--- config.mk ---
export PLATFORM = sky130hd
export DESIGN_NAME = period_match_timer_8bit
export DESIGN_NICKNAME = d
export VERILOG_FILES = /design/src/period_timer_pkg.sv /design/src/period_match_timer_8bit.sv
export VERILOG_INCLUDE_DIRS = /design/src /design/src/src
export SDC_FILE = /design/constraint.sdc
export NUM_CORES = 1
export LEC_CHECK = 0
export BUFFER_PORTS_ARGS = -buffer_cell sky130_fd_sc_hd__clkbuf_2
export CORE_MARGIN = 2
export CORE_UTILIZATION = 25
export CTS_CLUSTER_SIZE = 28
export DETAILED_ROUTE_END_ITERATION = 10
export MAX_ROUTING_LAYER = met4
export PLACE_DENSITY_LB_ADDON = 0.15
export SYNTH_ARGS = -nofsm -noshare
export SYNTH_HDL_FRONTEND = slang
export SYNTH_SLANG_ARGS = --single-unit
--- constraint.sdc ---
create_clock -name aclk -period 2.1 [get_ports aclk]
set_input_delay 0.105 -clock aclk [delete_from_list [all_inputs] [get_ports aclk]]
set_output_delay 0.105 -clock aclk [all_outputs]
set_load 0.03 [all_outputs]
--- src/period_timer_consts.svh ---
// constants for the 8-bit period match timer
// Overview of operation
// count up from zero each prescaled instruction clock
// prescaler divides by 1, 4 or 16
// match raised when count equals period
// count restarts after match; match clocks postscaler
// reset clears count, period becomes all ones
// count or control write clears both scalers
// control write leaves count unchanged
// count and period readable and writable anytime
// postscale ratio is field value plus one
// bit 2 runs timer; bit 7 reads zero
// postscaler terminal count latches match flag
// flag requests interrupt only while enabled
// unscaled match exported as pwm time base
// match offered as serial port shift clock
// flag sticky; stopped timer holds all counters
`ifndef PERIOD_TIMER_CONSTS_SVH
`define PERIOD_TIMER_CONSTS_SVH

// ----------------------------------------------------------------
// register byte offsets
// ----------------------------------------------------------------
`define OFS_COUNT      8'h00
`define OFS_PERIOD     8'h04
`define OFS_CONTROL    8'h08
`define OFS_STATUS     8'h0c
`define OFS_MASK       8'h10

// ----------------------------------------------------------------
// fields and reset values
// ----------------------------------------------------------------
`define CTRL_RUN_BIT   2
`define CTRL_PS_LSB    0
`define CTRL_POST_LSB  3
`define CTRL_MASK      8'h7f
`define RST_COUNT      8'h00
`define RST_PERIOD     8'hff
`define RST_CONTROL    8'h00
`define INSTR_DIV      4

`endif

--- src/period_timer_pkg.sv ---
// types for the 8-bit period match timer
package period_timer_pkg;

  typedef struct packed {
    logic [3:0] postscale_select;
    logic       timer_run;
    logic [1:0] prescale_select;
  } control_t;

  typedef struct packed {
    logic pwm_time_base;
    logic shift_clock;
  } match_out_t;

  typedef enum logic [1:0] {
    RESP_OKAY   = 2'b00,
    RESP_SLVERR = 2'b10
  } resp_t;

endpackage

--- src/period_match_timer_8bit.sv ---
// 8-bit period match timer with axi4-lite register access
//
// The AXI4-Lite interface to the registers and the register offsets were left to the implementer.
`timescale 1ns/1ps
`default_nettype none
`include "period_timer_consts.svh"

module period_match_timer_8bit (
  // clock and reset
  input  wire logic        aclk,
  input  wire logic        aresetn,
  // write address
  input  wire logic [7:0]  s_axi_awaddr,
  input  wire logic        s_axi_awvalid,
  output logic             s_axi_awready,
  // write data
  input  wire logic [31:0] s_axi_wdata,
  input  wire logic [3:0]  s_axi_wstrb,
  input  wire logic        s_axi_wvalid,
  output logic             s_axi_wready,
  // write response
  output logic [1:0]       s_axi_bresp,
  output logic             s_axi_bvalid,
  input  wire logic        s_axi_bready,
  // read address
  input  wire logic [7:0]  s_axi_araddr,
  input  wire logic        s_axi_arvalid,
  output logic             s_axi_arready,
  // read data
  output logic [31:0]      s_axi_rdata,
  output logic [1:0]       s_axi_rresp,
  output logic             s_axi_rvalid,
  input  wire logic        s_axi_rready,
  // timer outputs
  output period_timer_pkg::match_out_t match_out,
  output logic             irq
);

  // ----------------------------------------------------------------
  // state
  // ----------------------------------------------------------------
  logic [7:0]                   timer_count;
  logic [7:0]                   period_value;
  period_timer_pkg::control_t   timer_control;
  logic                         match_irq_flag;
  logic                         match_irq_enable;
  logic [1:0]                   instr_div;
  logic [3:0]                   pre_cnt;
  logic [3:0]                   post_cnt;
  logic                         match_q;
  logic                         aw_held;
  logic                         w_held;
  logic [7:0]                   aw_addr;
  logic [31:0]                  w_data;
  logic [3:0]                   w_strb;
  logic                         do_write;
  logic                         wr_count;
  logic                         wr_period;
  logic                         wr_control;
  logic                         wr_status;
  logic                         wr_mask;
  logic                         instr_tick;
  logic                         pre_tick;
  logic                         match;
  logic                         post_done;

  // ----------------------------------------------------------------
  // helpers
  // ----------------------------------------------------------------
  function automatic logic known_addr(input logic [7:0] a);
    known_addr = (a == `OFS_COUNT) || (a == `OFS_PERIOD) ||
                 (a == `OFS_CONTROL) || (a == `OFS_STATUS) ||
                 (a == `OFS_MASK);
  endfunction

  function automatic logic [3:0] pre_limit(input logic [1:0] sel);
    if (sel[1]) begin
      pre_limit = 4'hf;
    end else if (sel[0]) begin
      pre_limit = 4'h3;
    end else begin
      pre_limit = 4'h0;
    end
  endfunction

  // ----------------------------------------------------------------
  // axi write channel
  // ----------------------------------------------------------------
  assign s_axi_awready = !aw_held && !s_axi_bvalid;
  assign s_axi_wready  = !w_held && !s_axi_bvalid;
  assign do_write      = aw_held && w_held && !s_axi_bvalid;

  always_ff @(posedge aclk) begin
    if (!aresetn) begin
      aw_held <= 1'b0;
      w_held  <= 1'b0;
      aw_addr <= 8'h00;
      w_data  <= 32'h0000_0000;
      w_strb  <= 4'h0;
    end else begin
      if (s_axi_awvalid && s_axi_awready) begin
        aw_held <= 1'b1;
        aw_addr <= s_axi_awaddr;
      end else if (do_write) begin
        aw_held <= 1'b0;
      end
      if (s_axi_wvalid && s_axi_wready) begin
        w_held <= 1'b1;
        w_data <= s_axi_wdata;
        w_strb <= s_axi_wstrb;
      end else if (do_write) begin
        w_held <= 1'b0;
      end
    end
  end

  always_ff @(posedge aclk) begin
    if (!aresetn) begin
      s_axi_bvalid <= 1'b0;
      s_axi_bresp  <= period_timer_pkg::RESP_OKAY;
    end else if (do_write) begin
      s_axi_bvalid <= 1'b1;
      s_axi_bresp  <= known_addr(aw_addr) ? period_timer_pkg::RESP_OKAY
                                          : period_timer_pkg::RESP_SLVERR;
    end else if (s_axi_bready) begin
      s_axi_bvalid <= 1'b0;
    end
  end

  // only byte lane 0 carries register data
  assign wr_count   = do_write && w_strb[0] && aw_addr == `OFS_COUNT;
  assign wr_period  = do_write && w_strb[0] && aw_addr == `OFS_PERIOD;
  assign wr_control = do_write && w_strb[0] && aw_addr == `OFS_CONTROL;
  assign wr_status  = do_write && w_strb[0] && aw_addr == `OFS_STATUS;
  assign wr_mask    = do_write && w_strb[0] && aw_addr == `OFS_MASK;

  // ----------------------------------------------------------------
  // axi read channel
  // ----------------------------------------------------------------
  assign s_axi_arready = !s_axi_rvalid;

  always_ff @(posedge aclk) begin
    if (!aresetn) begin
      s_axi_rvalid <= 1'b0;
      s_axi_rdata  <= 32'h0000_0000;
      s_axi_rresp  <= period_timer_pkg::RESP_OKAY;
    end else if (s_axi_arvalid && s_axi_arready) begin
      s_axi_rvalid <= 1'b1;
      s_axi_rresp  <= known_addr(s_axi_araddr)
                      ? period_timer_pkg::RESP_OKAY
                      : period_timer_pkg::RESP_SLVERR;
      unique case (s_axi_araddr)
        `OFS_COUNT:   s_axi_rdata <= {24'h000000, timer_count};
        `OFS_PERIOD:  s_axi_rdata <= {24'h000000, period_value};
        // top bit unimplemented, reads zero
        `OFS_CONTROL: s_axi_rdata <= {25'h0000000, timer_control};
        `OFS_STATUS:  s_axi_rdata <= {31'h00000000, match_irq_flag};
        `OFS_MASK:    s_axi_rdata <= {31'h00000000, match_irq_enable};
        default:      s_axi_rdata <= 32'h0000_0000;
      endcase
    end else if (s_axi_rready) begin
      s_axi_rvalid <= 1'b0;
    end
  end

  // ----------------------------------------------------------------
  // control and period registers
  // ----------------------------------------------------------------
  always_ff @(posedge aclk) begin
    if (!aresetn) begin
      timer_control <= 7'(`RST_CONTROL);
    end else if (wr_control) begin
      timer_control <= 7'(w_data[7:0] & `CTRL_MASK);
    end
  end

  always_ff @(posedge aclk) begin
    if (!aresetn) begin
      period_value <= `RST_PERIOD;
    end else if (wr_period) begin
      period_value <= w_data[7:0];
    end
  end

  // ----------------------------------------------------------------
  // instruction clock and prescaler
  // ----------------------------------------------------------------
  // fixed divide by four from the system clock
  always_ff @(posedge aclk) begin
    if (!aresetn) begin
      instr_div <= 2'b00;
    end else begin
      instr_div <= instr_div + 2'b01;
    end
  end
  assign instr_tick = (instr_div == 2'(`INSTR_DIV - 1));

  assign pre_tick = instr_tick && timer_control.timer_run &&
                    pre_cnt == pre_limit(timer_control.prescale_select);

  always_ff @(posedge aclk) begin
    if (!aresetn || wr_count || wr_control) begin
      pre_cnt <= 4'h0;
    end else if (instr_tick && timer_control.timer_run) begin
      pre_cnt <= pre_tick ? 4'h0 : pre_cnt + 4'h1;
    end
  end
  // stopped: no tick, counters hold R15

  // ----------------------------------------------------------------
  // count, match and postscaler
  // ----------------------------------------------------------------
  assign match = (timer_count == period_value);

  always_ff @(posedge aclk) begin
    if (!aresetn) begin
      timer_count <= `RST_COUNT;
    end else if (wr_count) begin
      timer_count <= w_data[7:0];
    end else if (pre_tick) begin
      // control write does not touch the count R07
      timer_count <= match ? 8'h00 : timer_count + 8'h01;
    end
  end

  // one pulse per match event, on the increment that restarts count
  always_ff @(posedge aclk) begin
    if (!aresetn) begin
      match_q <= 1'b0;
    end else begin
      match_q <= pre_tick && match && !wr_count;
    end
  end

  assign match_out.pwm_time_base = match_q;
  assign match_out.shift_clock   = match_q;

  assign post_done = match_q &&
                     post_cnt == timer_control.postscale_select;

  always_ff @(posedge aclk) begin
    if (!aresetn || wr_count || wr_control) begin
      post_cnt <= 4'h0;
    end else if (match_q) begin
      post_cnt <= post_done ? 4'h0 : post_cnt + 4'h1;
    end
  end

  // ----------------------------------------------------------------
  // interrupt
  // ----------------------------------------------------------------
  // set wins over a write-one clear in the same cycle
  always_ff @(posedge aclk) begin
    if (!aresetn) begin
      match_irq_flag <= 1'b0;
    end else if (post_done) begin
      match_irq_flag <= 1'b1;
    end else if (wr_status && w_data[0]) begin
      match_irq_flag <= 1'b0;
    end
  end

  always_ff @(posedge aclk) begin
    if (!aresetn) begin
      match_irq_enable <= 1'b0;
    end else if (wr_mask) begin
      match_irq_enable <= w_data[0];
    end
  end

  assign irq = match_irq_flag && match_irq_enable;

  // ----------------------------------------------------------------
  // checks
  // ----------------------------------------------------------------
  property p_period_reset;
    @(posedge aclk) $rose(aresetn) |-> period_value == `RST_PERIOD;
  endproperty
  a_period_reset: assert property (p_period_reset)
    else $error("period not all ones after reset");

  property p_wrap;
    @(posedge aclk) disable iff (!aresetn)
      pre_tick && match && !wr_count |=> timer_count == 8'h00;
  endproperty
  a_wrap: assert property (p_wrap)
    else $error("count did not restart after match");

  property p_incr;
    @(posedge aclk) disable iff (!aresetn)
      pre_tick && !match && !wr_count |=>
        timer_count == $past(timer_count) + 8'h01;
  endproperty
  a_incr: assert property (p_incr)
    else $error("count did not advance");

  property p_ctrl_keeps_count;
    @(posedge aclk) disable iff (!aresetn)
      wr_control && !pre_tick && !wr_count |=> $stable(timer_count);
  endproperty
  a_ctrl_keeps_count: assert property (p_ctrl_keeps_count)
    else $error("control write changed count");

  property p_scalers_clear;
    @(posedge aclk) disable iff (!aresetn)
      wr_count || wr_control |=> pre_cnt == 4'h0 && post_cnt == 4'h0;
  endproperty
  a_scalers_clear: assert property (p_scalers_clear)
    else $error("scalers not cleared by write");

  property p_stopped_hold;
    @(posedge aclk) disable iff (!aresetn)
      // a match pulse launched by the stopping write still lands once
      !timer_control.timer_run && !match_q && !wr_count && !wr_control |=>
        $stable(timer_count) && $stable(pre_cnt) && $stable(post_cnt);
  endproperty
  a_stopped_hold: assert property (p_stopped_hold)
    else $error("stopped timer moved");

  property p_flag_set;
    @(posedge aclk) disable iff (!aresetn)
      post_done |=> match_irq_flag;
  endproperty
  a_flag_set: assert property (p_flag_set)
    else $error("flag not latched at postscale end");

  property p_irq_gate;
    @(posedge aclk) disable iff (!aresetn)
      irq == (match_irq_flag && match_irq_enable);
  endproperty
  a_irq_gate: assert property (p_irq_gate)
    else $error("interrupt not gated by enable");

  property p_prescale16;
    @(posedge aclk) disable iff (!aresetn)
      pre_tick && timer_control.prescale_select[1] |->
        $past(pre_cnt, 4) == 4'he;
  endproperty
  a_prescale16: assert property (p_prescale16)
    else $error("divide by 16 tick misplaced");

endmodule
`default_nettype wire

Word-level counts from Yosys, hierarchy flattened
Cells that the tools add are included.

word-level totals
  input bits = 59
  register bits after elaboration = 93

operators by class
  equal/unequal tests = 12
  $add $sub $neg = 4
  reductions and logical operators = 44
  mux-type cells = 19

operators by type and width
  kind                                                              count
  8-bit case mux with 5 select lines                                1
  8-bit by 4-bit == test with 1-bit output (second input constant)  4
  8-bit 2-to-1 mux                                                  3
  1-bit logical AND                                                 20
  8-bit by 3-bit == test with 1-bit output (second input constant)  2
  8-bit by 5-bit == test with 1-bit output (second input constant)  2
  8-bit zero test                                                   2
  4-bit 2-to-1 mux                                                  3
  2-bit nonzero test                                                6
  1-bit logical OR                                                  10
  1-bit 2-to-1 mux                                                  9
  4-bit by 1-bit adder with 4-bit output (second input constant)    2
  8-bit by 1-bit adder with 8-bit output (second input constant)    1
  4-bit == test                                                     2
  8-bit == test                                                     1
  1-bit zero test                                                   6
  2-bit 2-to-1 mux                                                  3
  2-bit by 1-bit adder with 2-bit output (second input constant)    1
  2-bit == test (second input constant)                             1

Longest topological paths before layout
  word-level depth = 7
  depth in mapped cells = 7
  mapped depth without buffers = 6

Worst setup path before layout
OpenSTA, ideal clock, no wires.

  kind = flip-flop to flip-flop
  start point = register aw_addr[5]
  end point = register timer_count[7]
  setup time = 0.124 ns
  setup slack = 0.277 ns
  required time = 1.976 ns
  cell stages (with the launch flop) = 7
  path buffers = 1
  arrival time = 1.699 ns
  cell sequence = dfxtp_1 or4_4 nor4_4 nand2_1 buf_4 o21ai_0 a31oi_1

between the ends
  longest elaborated chain between the ends = 3
  elaborated cells between the ends (all ways) = 4

ends and longest elaborated chain
  element                                                        line                            text
  start, declared                                                period_match_timer_8bit.sv:53   logic [7:0] aw_addr;
  start signal, assigned                                         period_match_timer_8bit.sv:103  aw_addr <= s_axi_awaddr;
  8-bit zero test (no line) *                                    -
  1-bit logical AND (no line) *                                  -
  8-bit 2-to-1 mux / 2-bit nonzero test (equally long branches)  -
  end signal, assigned                                           period_match_timer_8bit.sv:217  timer_count <= `RST_COUNT;
  end signal, assigned                                           period_match_timer_8bit.sv:219  timer_count <= w_data[7:0];
  end signal, assigned                                           period_match_timer_8bit.sv:222  timer_count <= match ? 8'h00 : timer_count + 8'h01;
  end, declared                                                  period_match_timer_8bit.sv:42   logic [7:0] timer_count;

Every way passes the cells marked *; elsewhere a longest branch is shown, timed or not.
A chain may end at the register's enable or synchronous reset.

Worst setup path after layout
  start point = register aw_addr[5]
  end point = register timer_control[2] (netlist bit)

between the ends
  longest elaborated chain between the ends = 2

ends and longest elaborated chain
  element                                             line                            text
  8-bit by 4-bit == test with 1-bit output (no line)  -
  1-bit logical AND (no line)                         -
  end signal, assigned                                period_match_timer_8bit.sv:171  timer_control <= 7'(`RST_CONTROL);
  end signal, assigned                                period_match_timer_8bit.sv:173  timer_control <= 7'(w_data[7:0] & `CTRL_MASK);
  end, declared                                       period_match_timer_8bit.sv:44   period_timer_pkg::control_t timer_control;

Every way passes these cells.

==> reports/summary.txt <==
================================================================================
Design area .......................................................     4110 um2
Antenna violations before repair ..................................            0
Setup_tns .........................................................         0 ns
Routed len/inst ...................................................      12.9 um
Growth of design area from synthesis to finish ....................        25.2%
Critical path capture point type ..................................     register
CTS tree ..........................................................        built
Post-CTS setup buffer count .......................................            0
Startpoint of the lowest-slack register-to-register path ..........   aw_addr[5]
Number of max-slew violations in the final report .................            0
GRT overflow ......................................................            0
Number of fillers in the final layout .............................        1,397
Via count of the first global-routing pass ........................        2,750
Post-synthesis async set-or-reset flop share ......................           0%
Die X-Extent ......................................................       119 um
WL met2 ...........................................................      3910 um
Sequential share of the synthesized area ..........................        40.9%
Area leader, netlist .............................................. sky130_fd_sc_hd__dfxtp_1
Number of ports placed on the die boundary ........................          103
Starting utilization of the core area .............................        25.8%
Wire length of the first global-routing pass ......................    13,400 um
Clk buf depth .....................................................            2
Sinks on the clock net ............................................           67
Mean post-synth cell area .........................................     8.28 um2
Leakage power .....................................................      1.74 nW
Clock insertion delay at the later pin of the skew report .........      0.33 ns
Setup slack after layout ..........................................     0.177 ns
Crit path launch type .............................................     register
Total power divided by cell area ..................................   783 nW/um2
Drc violations ....................................................            0
Site Rows .........................................................           41
Final worst path period share .....................................        91.5%
Top layer used by detailed routing ................................         met4
Buffers added on ports ............................................           49
Placement-stage cell area .........................................     3650 um2
Placement-stage worst setup slack .................................     0.154 ns
Unrepaired setup endpoints after global routing ...................        false
DRT Wirelength ....................................................      8280 um
Post-synthesis cell area ..........................................     3280 um2
Depth of the most critical reg-to-reg path ........................            5
DRT iter0 DRCs ....................................................          111
Max-slew headroom .................................................        63.8%
Number of distinct library cells after synthesis ..................           43
Clk pin slew, worst setup/hold paths ..............................      0.06 ns
Fraction of synthesized cell area taken by the top area cell type .        40.9%
Overall Global Routing Usage ......................................        12.4%
Iteration count of the initial detailed-routing pass ..............            4
Run status ........................................................ finished clean
WP data required ..................................................      2.32 ns
Critical Path Sink ................................................ timer_control[2]
Floorplan die area ................................................   14,000 um2
Final Hold Viols ..................................................            0
Max_cap viols .....................................................            0
Final antenna diode count .........................................            0
Class of the most critical setup path ............................. register to register
Minimum clock period ..............................................      1.92 ns
Top fanout value on the critical path .............................            7
Number of warnings reported in the yosys synthesis log ............            0
Placeable core region .............................................   12,700 um2
Setup slack of the most critical reg-to-reg path ..................      0.18 ns
Global placement routability congestion ...........................        0.765
Number of nets with antenna violations after routing ..............            0
Vias per cell .....................................................         4.46
Overall via count from detail_route ...............................        2,859
Post-synthesis cell count .........................................          396
Register bit count reported by yosys ..............................           67
H-tree depth ......................................................            3
Clock Skews .......................................................   0.00715 ns
DR WL met3 ........................................................       311 um
Total setup violations reported at the end of the flow ............            0
Peak ir drop on the vdd network ...................................     0.387 mV
Post-detail-place hpwl ............................................      6060 um
Arrival @ worst endpoint ..........................................      2.15 ns
Path type of the worst min-delay path ............................. input port to register
Most common library cells after synthesis ......................... 72 x sky130_fd_sc_hd__nand2_1, 67 x sky130_fd_sc_hd__dfxtp_1, 38 x sky130_fd_sc_hd__a21oi_1
M1 WL .............................................................      3990 um
Start point of the critical path ..................................   aw_addr[5]
Fmax ..............................................................      520 MHz
Cells taking the most area after synthesis ........................ sky130_fd_sc_hd__dfxtp_1 41%, sky130_fd_sc_hd__nand2_1 8.2%, sky130_fd_sc_hd__mux2i_1 7.0%
CP Cell Sequence .................................................. or4_4, nor4_4, nand3_2, mux2i_1, nor2_1
Leading register cell type out of synthesis ....................... sky130_fd_sc_hd__dfxtp_1
FF-to-FF End ...................................................... timer_control[2]
Largest net degree at the start of global routing .................           32
Die extent in y ...................................................       119 um
Library cell with the highest instance count after synthesis ...... sky130_fd_sc_hd__nand2_1
TritonCTS buffer count ............................................            9
Root buffer cell .................................................. sky130_fd_sc_hd__clkbuf_16
Count of flip-flops with a built-in enable after synthesis ........            0
Nets@finish .......................................................          527
Share of cells above drive strength 1 .............................        18.1%
Crit-path slowest cell ............................................ sky130_fd_sc_hd__or4_4
Delay of the slowest cell on the worst path .......................      0.57 ns
Least-Margin Pin Slew .............................................     0.542 ns
================================================================================
## critical path, delay by kind of cell, from the launching register on
family	cells	cell delay, ns
AND/OR/NAND/NOR	4	1.27
flip-flops	1	0.31
multiplexers	1	0.24
## flip-flops by register name (all words and copies together), names as in the netlist
| register | flops |
|---|---|
| timer_count | 8 |
| s_axi_rvalid | 1 |
| s_axi_rresp | 1 |
| post_cnt | 4 |
| period_value | 8 |
| s_axi_bvalid | 1 |
| s_axi_bresp | 1 |
| w_held | 1 |
| pre_cnt | 4 |
| w_strb | 1 |
| match_irq_flag | 1 |
| s_axi_rdata | 8 |
| timer_control | 7 |
| aw_addr | 8 |
| instr_div | 2 |
| match_irq_enable | 1 |
| match_q | 1 |
| aw_held | 1 |
| w_data | 8 |
## layout by cell type (no fill, tap or decap), types with 2 or more instances in the layout
cell,netlist,layout
sky130_fd_sc_hd__conb_1,1,26
sky130_fd_sc_hd__nand2b_1,4,4
sky130_fd_sc_hd__clkinv_2,0,2
sky130_fd_sc_hd__nand4b_1,4,4
sky130_fd_sc_hd__dfxtp_1,67,67
sky130_fd_sc_hd__o21ai_0,25,25
sky130_fd_sc_hd__nand3_1,17,17
sky130_fd_sc_hd__a31oi_1,10,10
sky130_fd_sc_hd__buf_4,29,12
sky130_fd_sc_hd__nor4_1,2,2
sky130_fd_sc_hd__and2_1,5,5
sky130_fd_sc_hd__dlygate4sd3_1,0,13
sky130_fd_sc_hd__nand2_1,72,72
sky130_fd_sc_hd__clkbuf_16,0,9
sky130_fd_sc_hd__clkbuf_8,0,3
sky130_fd_sc_hd__mux2i_1,23,23
sky130_fd_sc_hd__nand3b_1,4,4
sky130_fd_sc_hd__nor2b_1,3,3
sky130_fd_sc_hd__clkbuf_2,0,49
sky130_fd_sc_hd__nor2_1,23,23
sky130_fd_sc_hd__nand4_1,3,3
sky130_fd_sc_hd__and3_1,2,2
sky130_fd_sc_hd__or4_1,2,2
sky130_fd_sc_hd__a21boi_0,2,2
sky130_fd_sc_hd__a21oi_1,38,38
sky130_fd_sc_hd__xor2_1,14,14
sky130_fd_sc_hd__inv_1,4,4
sky130_fd_sc_hd__nor3_1,8,8
sky130_fd_sc_hd__ha_1,4,4
## per-layer routing
metal,GRT usage (%),vias up
met5,-,-
met4,3.79,0
met3,3.47,7
met2,19.4,59
met1,15.6,1327
li1,-,1466
## stage by stage
step | utilization [%] | instances | power, mW | hold slack, ns
2_1_floorplan | - | 421 | 1.60 | 0.205
3_3_place_gp | 28.7 | 612 | 1.65 | 0.297
3_5_place_dp | 28.7 | 612 | 1.65 | 0.311
4_1_cts | 32.2 | 641 | 3.27 | 0.00298
5_1_grt | 32.3 | 641 | 3.35 | 0.00969
6_report | 32.3 | 641 | 3.22 | 0.00613
## cell families after synthesis
kind of cell	Yosys count	synth area share (%)
buffers and inverters	47	8.74
flip-flops	67	40.9
XOR/XNOR	15	4.01
other	1	0.114
AO/OA/AOI/OAI	83	14.2
AND/OR/NAND/NOR	155	22.7
adder cells (fa/ha/maj)	4	1.53
multiplexers	24	7.71
## where the power goes
group / internal (mW) / switching, mW
Clock: 1.01 / 0.562
Combinational: 0.0971 / 0.200
Sequential: 1.31 / 0.0386
## worst min path at each step
stage	to	cells after the start	slack (ns)	start
floorplan	s_axi_rvalid	1	0.21	s_axi_rready
global placement	s_axi_rvalid	2	0.30	s_axi_rready
detailed placement	s_axi_rvalid	2	0.31	s_axi_rready
CTS	w_data[3]	3	0.003	s_axi_wdata[3]
global route	aw_addr[3]	3	0.01	s_axi_awaddr[3]
finish	aw_addr[2]	3	0.006	s_axi_awaddr[2]
## repair_timing
action,in CTS,in global routing
gates resized for setup,0,1
hold buffers,13,0
endpoints found under the hold margin,13,0
endpoints found under the setup margin,0,3
## cell type report
type,instances,area (um2),share of cell area [%]
multi-input cells,307,1750,42.6
flip-flops and latches,67,1340,32.7
repair buffers,74,465,11.3
clock buffers,12,267,6.49
well taps,172,215,5.24
clock inverters,4,47.5,1.16
inverters,5,18.8,0.457
Power figures use the tool's default switching activity.
